===== src/inc/sos_consts.vh =====
// constants for the status output selector: register offsets, reset codes, function codes
// assumes inclusion by bare name from design files; no processes here
`ifndef SOS_CONSTS_VH
`define SOS_CONSTS_VH

// ****************************************
// register map (byte addresses, one word each)
// ****************************************
`define SOS_OFS_FIRST_SEL 5'h00
`define SOS_OFS_RELAY_SEL 5'h04
`define SOS_OFS_SECOND_SEL 5'h08
`define SOS_OFS_FLAGS_IN 5'h0C
`define SOS_OFS_PINS 5'h10

// ****************************************
// reset codes
// ****************************************
`define SOS_RST_FIRST 16'h0000
`define SOS_RST_RELAY 16'h0063
`define SOS_RST_SECOND 16'h0050

// ****************************************
// codes and logic ranges
// ****************************************
`define SOS_NEG_OFFSET 16'h0064
`define SOS_NEG_LIMIT 16'h00C8
`define SOS_NO_FUNC 16'h270F
`define SOS_CODE_RUN 7'h00
`define SOS_CODE_AT_FREQ 7'h01
`define SOS_CODE_STALL 7'h03
`define SOS_CODE_FREQ_DET 7'h04
`define SOS_CODE_BRAKE_PRE 7'h07
`define SOS_CODE_THERM_PRE 7'h08
`define SOS_CODE_READY 7'h0B
`define SOS_CODE_CUR_DET 7'h0C
`define SOS_CODE_LOW_POWER 7'h0D
`define SOS_CODE_FB_LOW 7'h0E
`define SOS_CODE_FB_HIGH 7'h0F
`define SOS_CODE_LOOP_FWD 7'h10
`define SOS_CODE_FAN 7'h19
`define SOS_CODE_SINK_PRE 7'h1A
`define SOS_CODE_PWR_LOSS 7'h2E
`define SOS_CODE_PID 7'h2F
`define SOS_CODE_RETRY 7'h40
`define SOS_CODE_SLEEP 7'h46
`define SOS_CODE_SAFE 7'h50
`define SOS_CODE_SAFE2 7'h51
`define SOS_CODE_LIFE 7'h5A
`define SOS_CODE_PWROFF 7'h5B
`define SOS_CODE_AVG 7'h5D
`define SOS_CODE_MAINT 7'h5F
`define SOS_CODE_REMOTE 7'h60
`define SOS_CODE_ALARM 7'h62
`define SOS_CODE_FAULT 7'h63

`endif


===== src/core/sos_status_output_selector.v =====
// status output selector: three terminal selection codes, status mux, Avalon-MM slave
// assumes status flags are synchronous to clock and already computed by the drive core
// assumes one bus master; a refused code write still completes with an OK response
//
// The Avalon-MM register port and the register offsets were decided locally.
`timescale 1ns/1ps
`include "sos_consts.vh"

module sos_status_output_selector #(
  parameter FLAG_W = 26
) (
  input wire clock,
  input wire rst,
  // avalon-mm slave
  input wire [4:0] avs_address,
  input wire avs_read,
  input wire avs_write,
  input wire [31:0] avs_writedata,
  input wire [3:0] avs_byteenable,
  output reg [31:0] avs_readdata,
  output reg avs_waitrequest,
  output reg [1:0] avs_response,
  // status conditions from the drive core
  input wire running_flag,
  input wire frequency_reached_flag,
  input wire stall_active_flag,
  input wire freq_threshold_flag,
  input wire braking_duty_prealarm,
  input wire thermal_prealarm,
  input wire drive_ready_flag,
  input wire current_detect_flag,
  input wire low_power_detect,
  input wire loop_feedback_low,
  input wire loop_feedback_high,
  input wire loop_forward_flag,
  input wire fan_fault_flag,
  input wire heatsink_hot_prealarm,
  input wire power_loss_decel_flag,
  input wire power_loss_release,
  input wire loop_active_flag,
  input wire retry_active_flag,
  input wire loop_sleep_flag,
  input wire safety_stop_flag,
  input wire safety_ok_flag,
  input wire life_alarm_flag,
  input wire power_off_fault_flag,
  input wire current_avg_pulse,
  input wire maint_timer_flag,
  input wire remote_out_flag,
  input wire minor_alarm_flag,
  input wire fault_flag,
  // terminal drive, high = conducting
  output reg first_transistor_out,
  output reg relay_out,
  output reg second_transistor_out
);

  // ****************************************
  // selection registers
  // ****************************************
  reg [15:0] first_transistor_output_select;
  reg [15:0] relay_output_select;
  reg [15:0] second_transistor_output_select;
  reg power_loss_latched;

  // ****************************************
  // code decode functions
  // ****************************************
  // terminal indices for the per-terminal legality check
  localparam [1:0] TERMINAL_FIRST = 2'h0;
  localparam [1:0] TERMINAL_RELAY = 2'h1;
  localparam [1:0] TERMINAL_SECOND = 2'h2;

  // strips the negative-logic offset to get the function number
  function [6:0] sos_func;
    input [15:0] code;
    reg [15:0] base;
    begin
      if (code >= `SOS_NEG_OFFSET) begin
        base = code - `SOS_NEG_OFFSET;
      end else begin
        base = code;
      end
      sos_func = base[6:0]; // legal codes leave a function number below 100
    end
  endfunction

  // true when the function number is on the legal list
  function sos_listed;
    input [6:0] f;
    begin
      case (f)
        `SOS_CODE_RUN,
        `SOS_CODE_AT_FREQ,
        `SOS_CODE_STALL,
        `SOS_CODE_FREQ_DET,
        `SOS_CODE_BRAKE_PRE,
        `SOS_CODE_THERM_PRE,
        `SOS_CODE_READY,
        `SOS_CODE_CUR_DET,
        `SOS_CODE_LOW_POWER,
        `SOS_CODE_FB_LOW,
        `SOS_CODE_FB_HIGH,
        `SOS_CODE_LOOP_FWD,
        `SOS_CODE_FAN,
        `SOS_CODE_SINK_PRE,
        `SOS_CODE_PWR_LOSS,
        `SOS_CODE_PID,
        `SOS_CODE_RETRY,
        `SOS_CODE_SLEEP,
        `SOS_CODE_SAFE,
        `SOS_CODE_SAFE2,
        `SOS_CODE_LIFE,
        `SOS_CODE_PWROFF,
        `SOS_CODE_AVG,
        `SOS_CODE_MAINT,
        `SOS_CODE_REMOTE,
        `SOS_CODE_ALARM,
        `SOS_CODE_FAULT: sos_listed = 1'b1;
        default: sos_listed = 1'b0;
      endcase
    end
  endfunction

  // legality per terminal: 0 first, 1 relay, 2 second
  function sos_legal;
    input [15:0] code;
    input [1:0] term;
    begin
      if (code == `SOS_NO_FUNC) begin
        sos_legal = (term != TERMINAL_SECOND);
      end else if (code >= `SOS_NEG_LIMIT) begin
        sos_legal = 1'b0;
      end else if (term == TERMINAL_RELAY && sos_func(code) == `SOS_CODE_AVG) begin
        sos_legal = 1'b0;
      end else begin
        sos_legal = sos_listed(sos_func(code));
      end
    end
  endfunction

  // ****************************************
  // status vector
  // ****************************************
  // status vector indexed through the mux below
  wire [FLAG_W-1:0] status_vec;
  assign status_vec = {
    fault_flag, // bit 25
    minor_alarm_flag,
    remote_out_flag,
    maint_timer_flag,
    current_avg_pulse,
    power_off_fault_flag,
    life_alarm_flag,
    safety_ok_flag,
    safety_stop_flag,
    loop_sleep_flag,
    retry_active_flag,
    loop_active_flag,
    power_loss_latched,
    heatsink_hot_prealarm,
    fan_fault_flag,
    loop_forward_flag,
    loop_feedback_high,
    loop_feedback_low,
    low_power_detect,
    current_detect_flag,
    drive_ready_flag,
    thermal_prealarm,
    braking_duty_prealarm,
    freq_threshold_flag,
    stall_active_flag,
    frequency_reached_flag // bit 0
  };

  // selected function level for a code
  function sos_active;
    input [15:0] code;
    input [FLAG_W-1:0] sv;
    input run;
    begin
      case (sos_func(code))
        `SOS_CODE_RUN: sos_active = run;
        `SOS_CODE_AT_FREQ: sos_active = sv[0];
        `SOS_CODE_STALL: sos_active = sv[1];
        `SOS_CODE_FREQ_DET: sos_active = sv[2];
        `SOS_CODE_BRAKE_PRE: sos_active = sv[3];
        `SOS_CODE_THERM_PRE: sos_active = sv[4];
        `SOS_CODE_READY: sos_active = sv[5];
        `SOS_CODE_CUR_DET: sos_active = sv[6];
        `SOS_CODE_LOW_POWER: sos_active = sv[7];
        `SOS_CODE_FB_LOW: sos_active = sv[8];
        `SOS_CODE_FB_HIGH: sos_active = sv[9];
        `SOS_CODE_LOOP_FWD: sos_active = sv[10];
        `SOS_CODE_FAN: sos_active = sv[11];
        `SOS_CODE_SINK_PRE: sos_active = sv[12];
        `SOS_CODE_PWR_LOSS: sos_active = sv[13];
        `SOS_CODE_PID: sos_active = sv[14];
        `SOS_CODE_RETRY: sos_active = sv[15];
        `SOS_CODE_SLEEP: sos_active = sv[16];
        `SOS_CODE_SAFE: sos_active = sv[17];
        `SOS_CODE_SAFE2: sos_active = sv[18];
        `SOS_CODE_LIFE: sos_active = sv[19];
        `SOS_CODE_PWROFF: sos_active = sv[20];
        `SOS_CODE_AVG: sos_active = sv[21];
        `SOS_CODE_MAINT: sos_active = sv[22];
        `SOS_CODE_REMOTE: sos_active = sv[23];
        `SOS_CODE_ALARM: sos_active = sv[24];
        `SOS_CODE_FAULT: sos_active = sv[25];
        default: sos_active = 1'b0;
      endcase
    end
  endfunction

  // conducting level of a terminal from its code
  function sos_drive;
    input [15:0] code;
    input [FLAG_W-1:0] sv;
    input run;
    begin
      if (code == `SOS_NO_FUNC) begin
        sos_drive = 1'b0;
      end else if (code >= `SOS_NEG_OFFSET) begin
        sos_drive = ~sos_active(code, sv, run);
      end else begin
        sos_drive = sos_active(code, sv, run);
      end
    end
  endfunction

  // ****************************************
  // bus slave
  // ****************************************
  wire [15:0] wr_code;
  wire wr_full;
  wire bus_req;
  assign wr_code = avs_writedata[15:0];
  assign wr_full = avs_byteenable[1] & avs_byteenable[0];
  assign bus_req = (avs_read | avs_write) & avs_waitrequest;

  // ****************************************
  // address decode and write qualify
  // ****************************************
  // one hit line per mapped word; anything else is unmapped
  wire hit_first;
  wire hit_relay;
  wire hit_second;
  wire hit_flags;
  wire hit_pins;
  wire hit_any;
  assign hit_first = (avs_address == `SOS_OFS_FIRST_SEL);
  assign hit_relay = (avs_address == `SOS_OFS_RELAY_SEL);
  assign hit_second = (avs_address == `SOS_OFS_SECOND_SEL);
  assign hit_flags = (avs_address == `SOS_OFS_FLAGS_IN);
  assign hit_pins = (avs_address == `SOS_OFS_PINS);
  assign hit_any = hit_first | hit_relay | hit_second | hit_flags | hit_pins;

  // a code write lands only with both low byte lanes and a legal code
  wire wr_first;
  wire wr_relay;
  wire wr_second;
  assign wr_first = avs_write & hit_first & wr_full & sos_legal(wr_code, TERMINAL_FIRST);
  assign wr_relay = avs_write & hit_relay & wr_full & sos_legal(wr_code, TERMINAL_RELAY);
  assign wr_second = avs_write & hit_second & wr_full & sos_legal(wr_code, TERMINAL_SECOND);

  // ****************************************
  // read mux and bus answer
  // ****************************************
  // read mux; status and pin words are read only
  reg [31:0] next_readdata;
  always @* begin
    next_readdata = 32'h0000_0000;
    if (hit_first) begin
      next_readdata = {16'h0000, first_transistor_output_select};
    end else if (hit_relay) begin
      next_readdata = {16'h0000, relay_output_select};
    end else if (hit_second) begin
      next_readdata = {16'h0000, second_transistor_output_select};
    end else if (hit_flags) begin
      next_readdata = {{(32-FLAG_W-1){1'b0}}, status_vec, running_flag};
    end else if (hit_pins) begin
      next_readdata = {29'h0000_0000, second_transistor_out, relay_out, first_transistor_out};
    end
  end

  // one wait cycle, then answer; a refused write still completes
  always @(posedge clock) begin
    if (rst) begin
      avs_waitrequest <= 1'b1;
      avs_readdata <= 32'h0000_0000;
      avs_response <= 2'b00;
      first_transistor_output_select <= `SOS_RST_FIRST;
      relay_output_select <= `SOS_RST_RELAY;
      second_transistor_output_select <= `SOS_RST_SECOND;
    end else if (bus_req) begin
      avs_waitrequest <= 1'b0;
      avs_readdata <= next_readdata;
      avs_response <= hit_any ? 2'b00 : 2'b10; // unmapped: slave error
      if (wr_first) begin
        first_transistor_output_select <= wr_code;
      end
      if (wr_relay) begin
        relay_output_select <= wr_code;
      end
      if (wr_second) begin
        second_transistor_output_select <= wr_code;
      end
    end else begin
      avs_waitrequest <= 1'b1;
    end
  end

  // ****************************************
  // power-loss latch and terminal drive
  // ****************************************
  // latch holds until release; a new event in the release cycle wins
  // the event is a level from the core, so a held event keeps it set
  always @(posedge clock) begin
    if (rst) begin
      power_loss_latched <= 1'b0;
    end else if (power_loss_decel_flag) begin
      power_loss_latched <= 1'b1;
    end else if (power_loss_release) begin
      power_loss_latched <= 1'b0;
    end
  end

  // next terminal levels, decoded combinationally from the current flags
  reg next_first_out;
  reg next_relay_out;
  reg next_second_out;
  always @* begin
    next_first_out = sos_drive(first_transistor_output_select, status_vec, running_flag);
    next_relay_out = sos_drive(relay_output_select, status_vec, running_flag);
    next_second_out = sos_drive(second_transistor_output_select, status_vec, running_flag);
  end

  // registered terminal outputs
  always @(posedge clock) begin
    if (rst) begin
      first_transistor_out <= 1'b0;
      relay_out <= 1'b0;
      second_transistor_out <= 1'b0;
    end else begin
      first_transistor_out <= next_first_out;
      relay_out <= next_relay_out;
      second_transistor_out <= next_second_out;
    end
  end

endmodule // sos_status_output_selector


===== config.mk =====
export PLATFORM = sky130hd
export DESIGN_NAME = sos_status_output_selector
export DESIGN_NICKNAME = d
export VERILOG_FILES = /design/src/core/sos_status_output_selector.v
export VERILOG_INCLUDE_DIRS = /design/src /design/src/inc
export SDC_FILE = /design/constraint.sdc
export NUM_CORES = 1
export LEC_CHECK = 0
export BUFFER_PORTS_ARGS = -buffer_cell sky130_fd_sc_hd__buf_4
export CAP_MARGIN = 5
export CELL_PAD_IN_SITES_DETAIL_PLACEMENT = 1
export CELL_PAD_IN_SITES_GLOBAL_PLACEMENT = 2
export CORE_MARGIN = 10
export CORE_UTILIZATION = 33
export DETAILED_ROUTE_END_ITERATION = 10
export GPL_ROUTABILITY_DRIVEN = 0
export PLACE_DENSITY = 0.87
export SLEW_MARGIN = 20
export SYNTH_ARGS = -nofsm -noshare
export SYNTH_HDL_FRONTEND = slang
export SYNTH_SLANG_ARGS = --single-unit

===== constraint.sdc =====
create_clock -name clock -period 5 [get_ports clock]
set_input_delay 1 -clock clock [delete_from_list [all_inputs] [get_ports clock]]
set_output_delay 1 -clock clock [all_outputs]
set_load 0.1 [all_outputs]

-- Word level (Yosys, flattened, before mapping)
Memory sizes are Yosys's and may differ from the RTL's.
Cells that the tools add are included.
- equal/unequal tests: 165
- order comparisons: 5
- add/sub/neg operators: 4
- bitwise gates (word level): 19
- reductions and logical operators: 14
- mux-type cells: 49
- operator list (cell ; count):
    == test 7 bit, second input constant ; 67
    == test 7 x 4 -> 1 bit, second input constant ; 36
    one-hot mux 1 bit (27 select lines) ; 6
    == test 7 x 5 -> 1 bit, second input constant ; 18
    2-to-1 mux 7 bit ; 18
    2-to-1 mux 27 bit ; 4
    == test 7 x 3 -> 1 bit, second input constant ; 12
    == test 7 x 6 -> 1 bit, second input constant ; 12
    == test 16 x 14 -> 1 bit, second input constant ; 4
    greater-or-equal comparator 16 x 7 -> 1 bit, second input constant ; 4
    == test 7 x 1 -> 1 bit, second input constant ; 6
    == test 7 x 2 -> 1 bit, second input constant ; 6
    logical NOT 7 bit ; 6
    subtractor 7 bit, second input constant ; 4
    2-to-1 mux 1 bit ; 19
    greater-or-equal comparator 16 x 8 -> 1 bit, second input constant ; 1
    bitwise AND 1 bit ; 11
    == test 5 x 4 -> 1 bit, second input constant ; 2
    AND reduction 2 bit ; 3
    OR reduction 2 bit ; 3
    == test 5 x 3 -> 1 bit, second input constant ; 1
    == test 5 bit, second input constant ; 1
    logical NOT 5 bit ; 1
    OR 1 bit ; 5
    other kinds (4) ; 6
- memories kept: 3
- output and inout port bits: 38
- bits in read-only memories: 384
- register bits after elaboration: 87
- memory list (memory ; words ; width ; read ports ; clocked after memory_dff ; wr ports ; line ; RTL):
    (name not given) ; 128 ; 1 ; 1 ; 0 ; 0 ; sos_status_output_selector.v:92 ; case (f)
    (name not given) ; 128 ; 1 ; 1 ; 0 ; 0 ; sos_status_output_selector.v:92 ;
    (name not given) ; 128 ; 1 ; 1 ; 0 ; 0 ; sos_status_output_selector.v:92 ;

-- Depth between registers and ports, before layout
An unclocked memory read counts as a cell.
- depth in word-level cells: 14
- mapped depth: 13

-- Worst setup path after synthesis
Ideal clock, no wire load.
- path type: input-to-reg
- start point: input port avs_writedata[2]
- end point: register second_transistor_output_select[4]
- arrival time: 3.748 ns
- slack: 1.132 ns
- cell stages on the path: 12
- data required time: 4.880 ns
- cell sequence: clkbuf_1 -> inv_1 -> ha_1 -> nor2b_1 -> a21o_1 -> clkbuf_1 -> a2111o_1 -> a211o_1 -> a211oi_1 -> o31ai_1 -> buf_2 -> a211o_1
- cells in the longest elaborated chain, start to end: 9
- elaborated cells between the ends (all ways): 12
- classes of those cells: add/sub (1); order compare (2); eq/ne (1); mux (5); bitwise (1); reduce/logical (1); memory (1)
- RTL lines (element ; line ; RTL):
    start: declaration ; sos_status_output_selector.v:18 ; input wire [31:0] avs_writedata,
    greater-or-equal comparator 16 x 7 -> 1 bit (no line) or subtractor 7 bit (tied branches) ; n/a ;
    2-to-1 mux 7 bit ; sos_status_output_selector.v:79 ; if (code >= `SOS_NEG_OFFSET) begin
    2-to-1 mux 7 bit ; sos_status_output_selector.v:132 ; end else if (code >= `SOS_NEG_LIMIT) begin
    2-to-1 mux 7 bit ; n/a ;
    memory (128 x 1 bit) ; n/a ;
    2-to-1 mux 1 bit ; sos_status_output_selector.v:132 ;
    2-to-1 mux 1 bit (*) ; sos_status_output_selector.v:130 ; if (code == `SOS_NO_FUNC) begin
    bitwise AND 1 bit (*) ; sos_status_output_selector.v:264 ; assign wr_second = avs_write & hit_second & wr_full & sos_legal(wr_code, TERMINAL_SECOND);
    AND reduction 2 bit (no line) (*) ; n/a ;
    end signal: assignment ; sos_status_output_selector.v:294 ; second_transistor_output_select <= `SOS_RST_SECOND;
    end signal: assignment ; sos_status_output_selector.v:306 ; second_transistor_output_select <= wr_code;
    end: declaration ; sos_status_output_selector.v:63 ; reg [15:0] second_transistor_output_select;
Every way passes the cells marked *; elsewhere a longest branch is shown, timed or not. The select of a mux whose other input is x is not followed.
A chain may end at the register's enable or synchronous reset.

-- Worst setup path in the final report
- start point: input port avs_writedata[11]
- end point: register second_transistor_output_select[6]
- cells in the longest elaborated chain, start to end: 9
- elaborated cells between the ends (all ways): 11
- classes of those cells: order compare (2); eq/ne (1); mux (5); bitwise (1); reduce/logical (1); memory (1)
- RTL lines (element ; line):
    greater-or-equal comparator 16 x 7 -> 1 bit (no line) ; n/a
    2-to-1 mux 7 bit ; sos_status_output_selector.v:79
    2-to-1 mux 7 bit ; sos_status_output_selector.v:132
    2-to-1 mux 7 bit ; n/a
    memory (128 x 1 bit) ; n/a
    2-to-1 mux 1 bit ; sos_status_output_selector.v:132
    2-to-1 mux 1 bit (*) ; sos_status_output_selector.v:130
    bitwise AND 1 bit (*) ; sos_status_output_selector.v:264
    AND reduction 2 bit (no line) (*) ; n/a
Marked as above.

==> flow_summary.toml <==
[outcome]
status = "finished, final reports clean"

[cts]
cts_tree = "done"
clk_pin_slew_worst_paths_ns = 0.06
root_buffer = "clkbuf_16"
clkLatencyLatePin_ns = 0.34
clockBufferDepth = 2
cts_resized = 0
htree_levels = 3
cts_buffers = 9
cts_setup_buffers = 0
cts-hold-fix-buffers = 0
cts.sinks = 81

[logic_synthesis]
post_synth_num_cell_types = 71
avgSynthCellArea_um2 = 7.97
ys_ff_latch = 81
async_flop_share = 0
netlist_area_um2 = 6340
synth_edf_count = 0
synth_warnings = 0
synthesis.instances = 795
ys_seq_area_frac = 0.256
yosys_most_used_dff = "dfxtp_1"

[worst_setup_path]
r2r_slack_ns = 1.88
critical_path_class = "in2reg"
critPathMaxFanout = 9
arrival_ns = 4.26
rr_startpoint = "relay_output_select[3]$_SDFFE_PP0P_"
r2r_cells = 8
rr_endpoint = "relay_out$_SDFF_PP0_"
required_ns = 5.22
crit_path_start_kind = "input pin"
cp-end-kind = "flip-flop"

[drt]
vias_per_cell = 5.96
antenna_left = 0
drc_errors = 0
drt_iter0_drc = 649
avgRoutedWirePerCell_um = 22.6
firstDrtPassIters = 5
drt-total-wl_um = 24700
vias = 6499

[global_routing]
grt_overflow = 0
grt_pass1_vias = 6433
grt.total_usage = 0.191
grt_pass1_wl_um = 37800
grt_antenna_before_repair = 0
grt_max_degree = 88

[pwr]
power_density_nw_per_um2 = 218
leakage_nw = 2.96
ir_drop_mv = 0.151

[timing]
layout_min_cycle_time_ns = 4.03
slew_viol_final = 0
fmax_ghz = 0.248
setup_slack_ns = 0.968
timing.setup.tns_ns = 0
worst_slew_pin_slew_ns = 1.01
post-route-period-util = 0.806
relSlewSlack = 0.329
finalClockSkew_ns = 0.00819
finalSetupViolCount = 0
final-hold-violation-count = 0
rsz0062_at_grt = "false"

[final_layout]
final_common_cell = "buf_4"
n_antenna_cell = 0
mostFrequentLayoutCells = "93 x buf_4, 81 x dfxtp_1, 79 x nor2_1"
drive_above_1_share = 0.173
syn_to_final_growth_pct = 15.8
nNetsFinal = 909

[min_path]
hold_path_depth = 1
min_path_type = "reg2reg"
hold_start = "first_transistor_output_select[15]$_SDFFE_PP0P_"
worstHoldEndpoint = "first_transistor_output_select[15]$_SDFFE_PP0P_"

[die]
die_x_um = 159
dieArea_um2 = 25200
ios = 111
coreArea_um2 = 18800
core.rowCount = 50
start_util = 0.337
die-height_um = 159

[placement]
dp_slack_ns = 0.694
io_buffers = 86
hpwlAfterDp_um = 17500

[run]
cap_violations = 0
flip-flops by register name (all words and copies together), names as in the netlist:
| register | flops |
|---|---|
| avs_readdata | 27 |
| avs_response | 1 |
| avs_waitrequest | 1 |
| first_transistor_out | 1 |
| first_transistor_output_select | 16 |
| power_loss_latched | 1 |
| relay_out | 1 |
| relay_output_select | 16 |
| second_transistor_out | 1 |
| second_transistor_output_select | 16 |
stage by stage:
stage,total power [mW],util,cell area (um^2),cells,hold slack (ns)
after floorplan,0.854,-,6360,800,0.438
after global placement,0.965,0.375,7050,1076,0.459
after detailed placement,0.968,0.375,7050,1076,0.478
after CTS,1.61,0.390,7340,1091,0.487
after global routing,1.65,0.390,7340,1091,0.518
final,1.60,0.390,7340,1091,0.488
layout make-up:
class                      instances  area [um^2]
timing repair buffer              93          698
multi-input combinational        626         4350
sequential                        81         1620
tap                              260          325
clock buffer                      12          267
fill                            2262        11500
inverter                          16         60.1
clock inverter                     3         25.0
kinds of logic (layout without fill, tap and decap cells):
logic type	count (synthesis)	count (layout)	share of synthesized area
AOI/OAI and AO/OA	194	194	0.217
other	1	6	0.000591
and+or+nand+nor	337	337	0.291
buffers and inverters	93	124	0.0628
adders and majority gates	9	9	0.0178
xor gates and xnor gates	4	4	0.00553
DFF	81	81	0.256
muxes	76	76	0.150
critical path, cell delays in order:
cell      delay, ns
buf_4          0.10
or4_1          0.67
or3_1          0.58
a21oi_1        0.37
a211o_1        0.16
a211oi_1       0.14
o31ai_2        0.65
buf_4          0.28
nor2_1         0.05
a211o_1        0.25
Yosys cell counts, types with 10 or more instances:
library cell   n  area [um^2]
a31oi_1       15         93.8
nor3_1        24          120
dfxtp_1       81         1620
nand3b_1      10         75.1
and3_1        12         75.1
a21oi_1       23          115
nand4_1       11         68.8
nor4_1        10         62.6
nand2_1       48          180
and2_1        11         68.8
nor3b_1       16          120
nand3_1       27          135
clkbuf_1      56          210
inv_1         16         60.1
o21ai_0       38          190
nor2_1        79          297
mux2_2        11          124
a22oi_1       33          248
nand2b_1      36          225
mux4_2        14          315
mux2i_1       51          510
nor2b_1       21          131
how the worst max path moves through the flow:
stage	start	to	slack, ns
floorplan	avs_writedata[2]	second_transistor_output_select[4]$_SDFFE_PP1P_	1.13
global placement	avs_writedata[11]	second_transistor_output_select[4]$_SDFFE_PP1P_	0.70
detailed placement	avs_writedata[11]	second_transistor_output_select[14]$_SDFFE_PP0P_	0.69
CTS	avs_writedata[11]	second_transistor_output_select[1]$_SDFFE_PP0P_	1.03
global route	avs_writedata[2]	second_transistor_output_select[14]$_SDFFE_PP0P_	0.73
finish	avs_writedata[11]	second_transistor_output_select[6]$_SDFFE_PP1P_	0.97
report_power, final:
part	internal, mW	total, mW	switching (mW)
clock	0.376	0.646	0.269
combinational	0.0950	0.297	0.203
sequential	0.652	0.658	0.00659
total	1.12	1.60	0.478
metal layers:
layer | routed length [um] | global-route usage | vias to the layer above
met1 | 11000 | 0.256 | 3229
met4 | 374 | 0.0423 | 0
li1 | - | - | 3034
met2 | 11800 | 0.315 | 213
met5 | 0 | 0 | -
met3 | 1490 | 0.0318 | 23
Note: power is estimated with default switching activity, not from simulation.
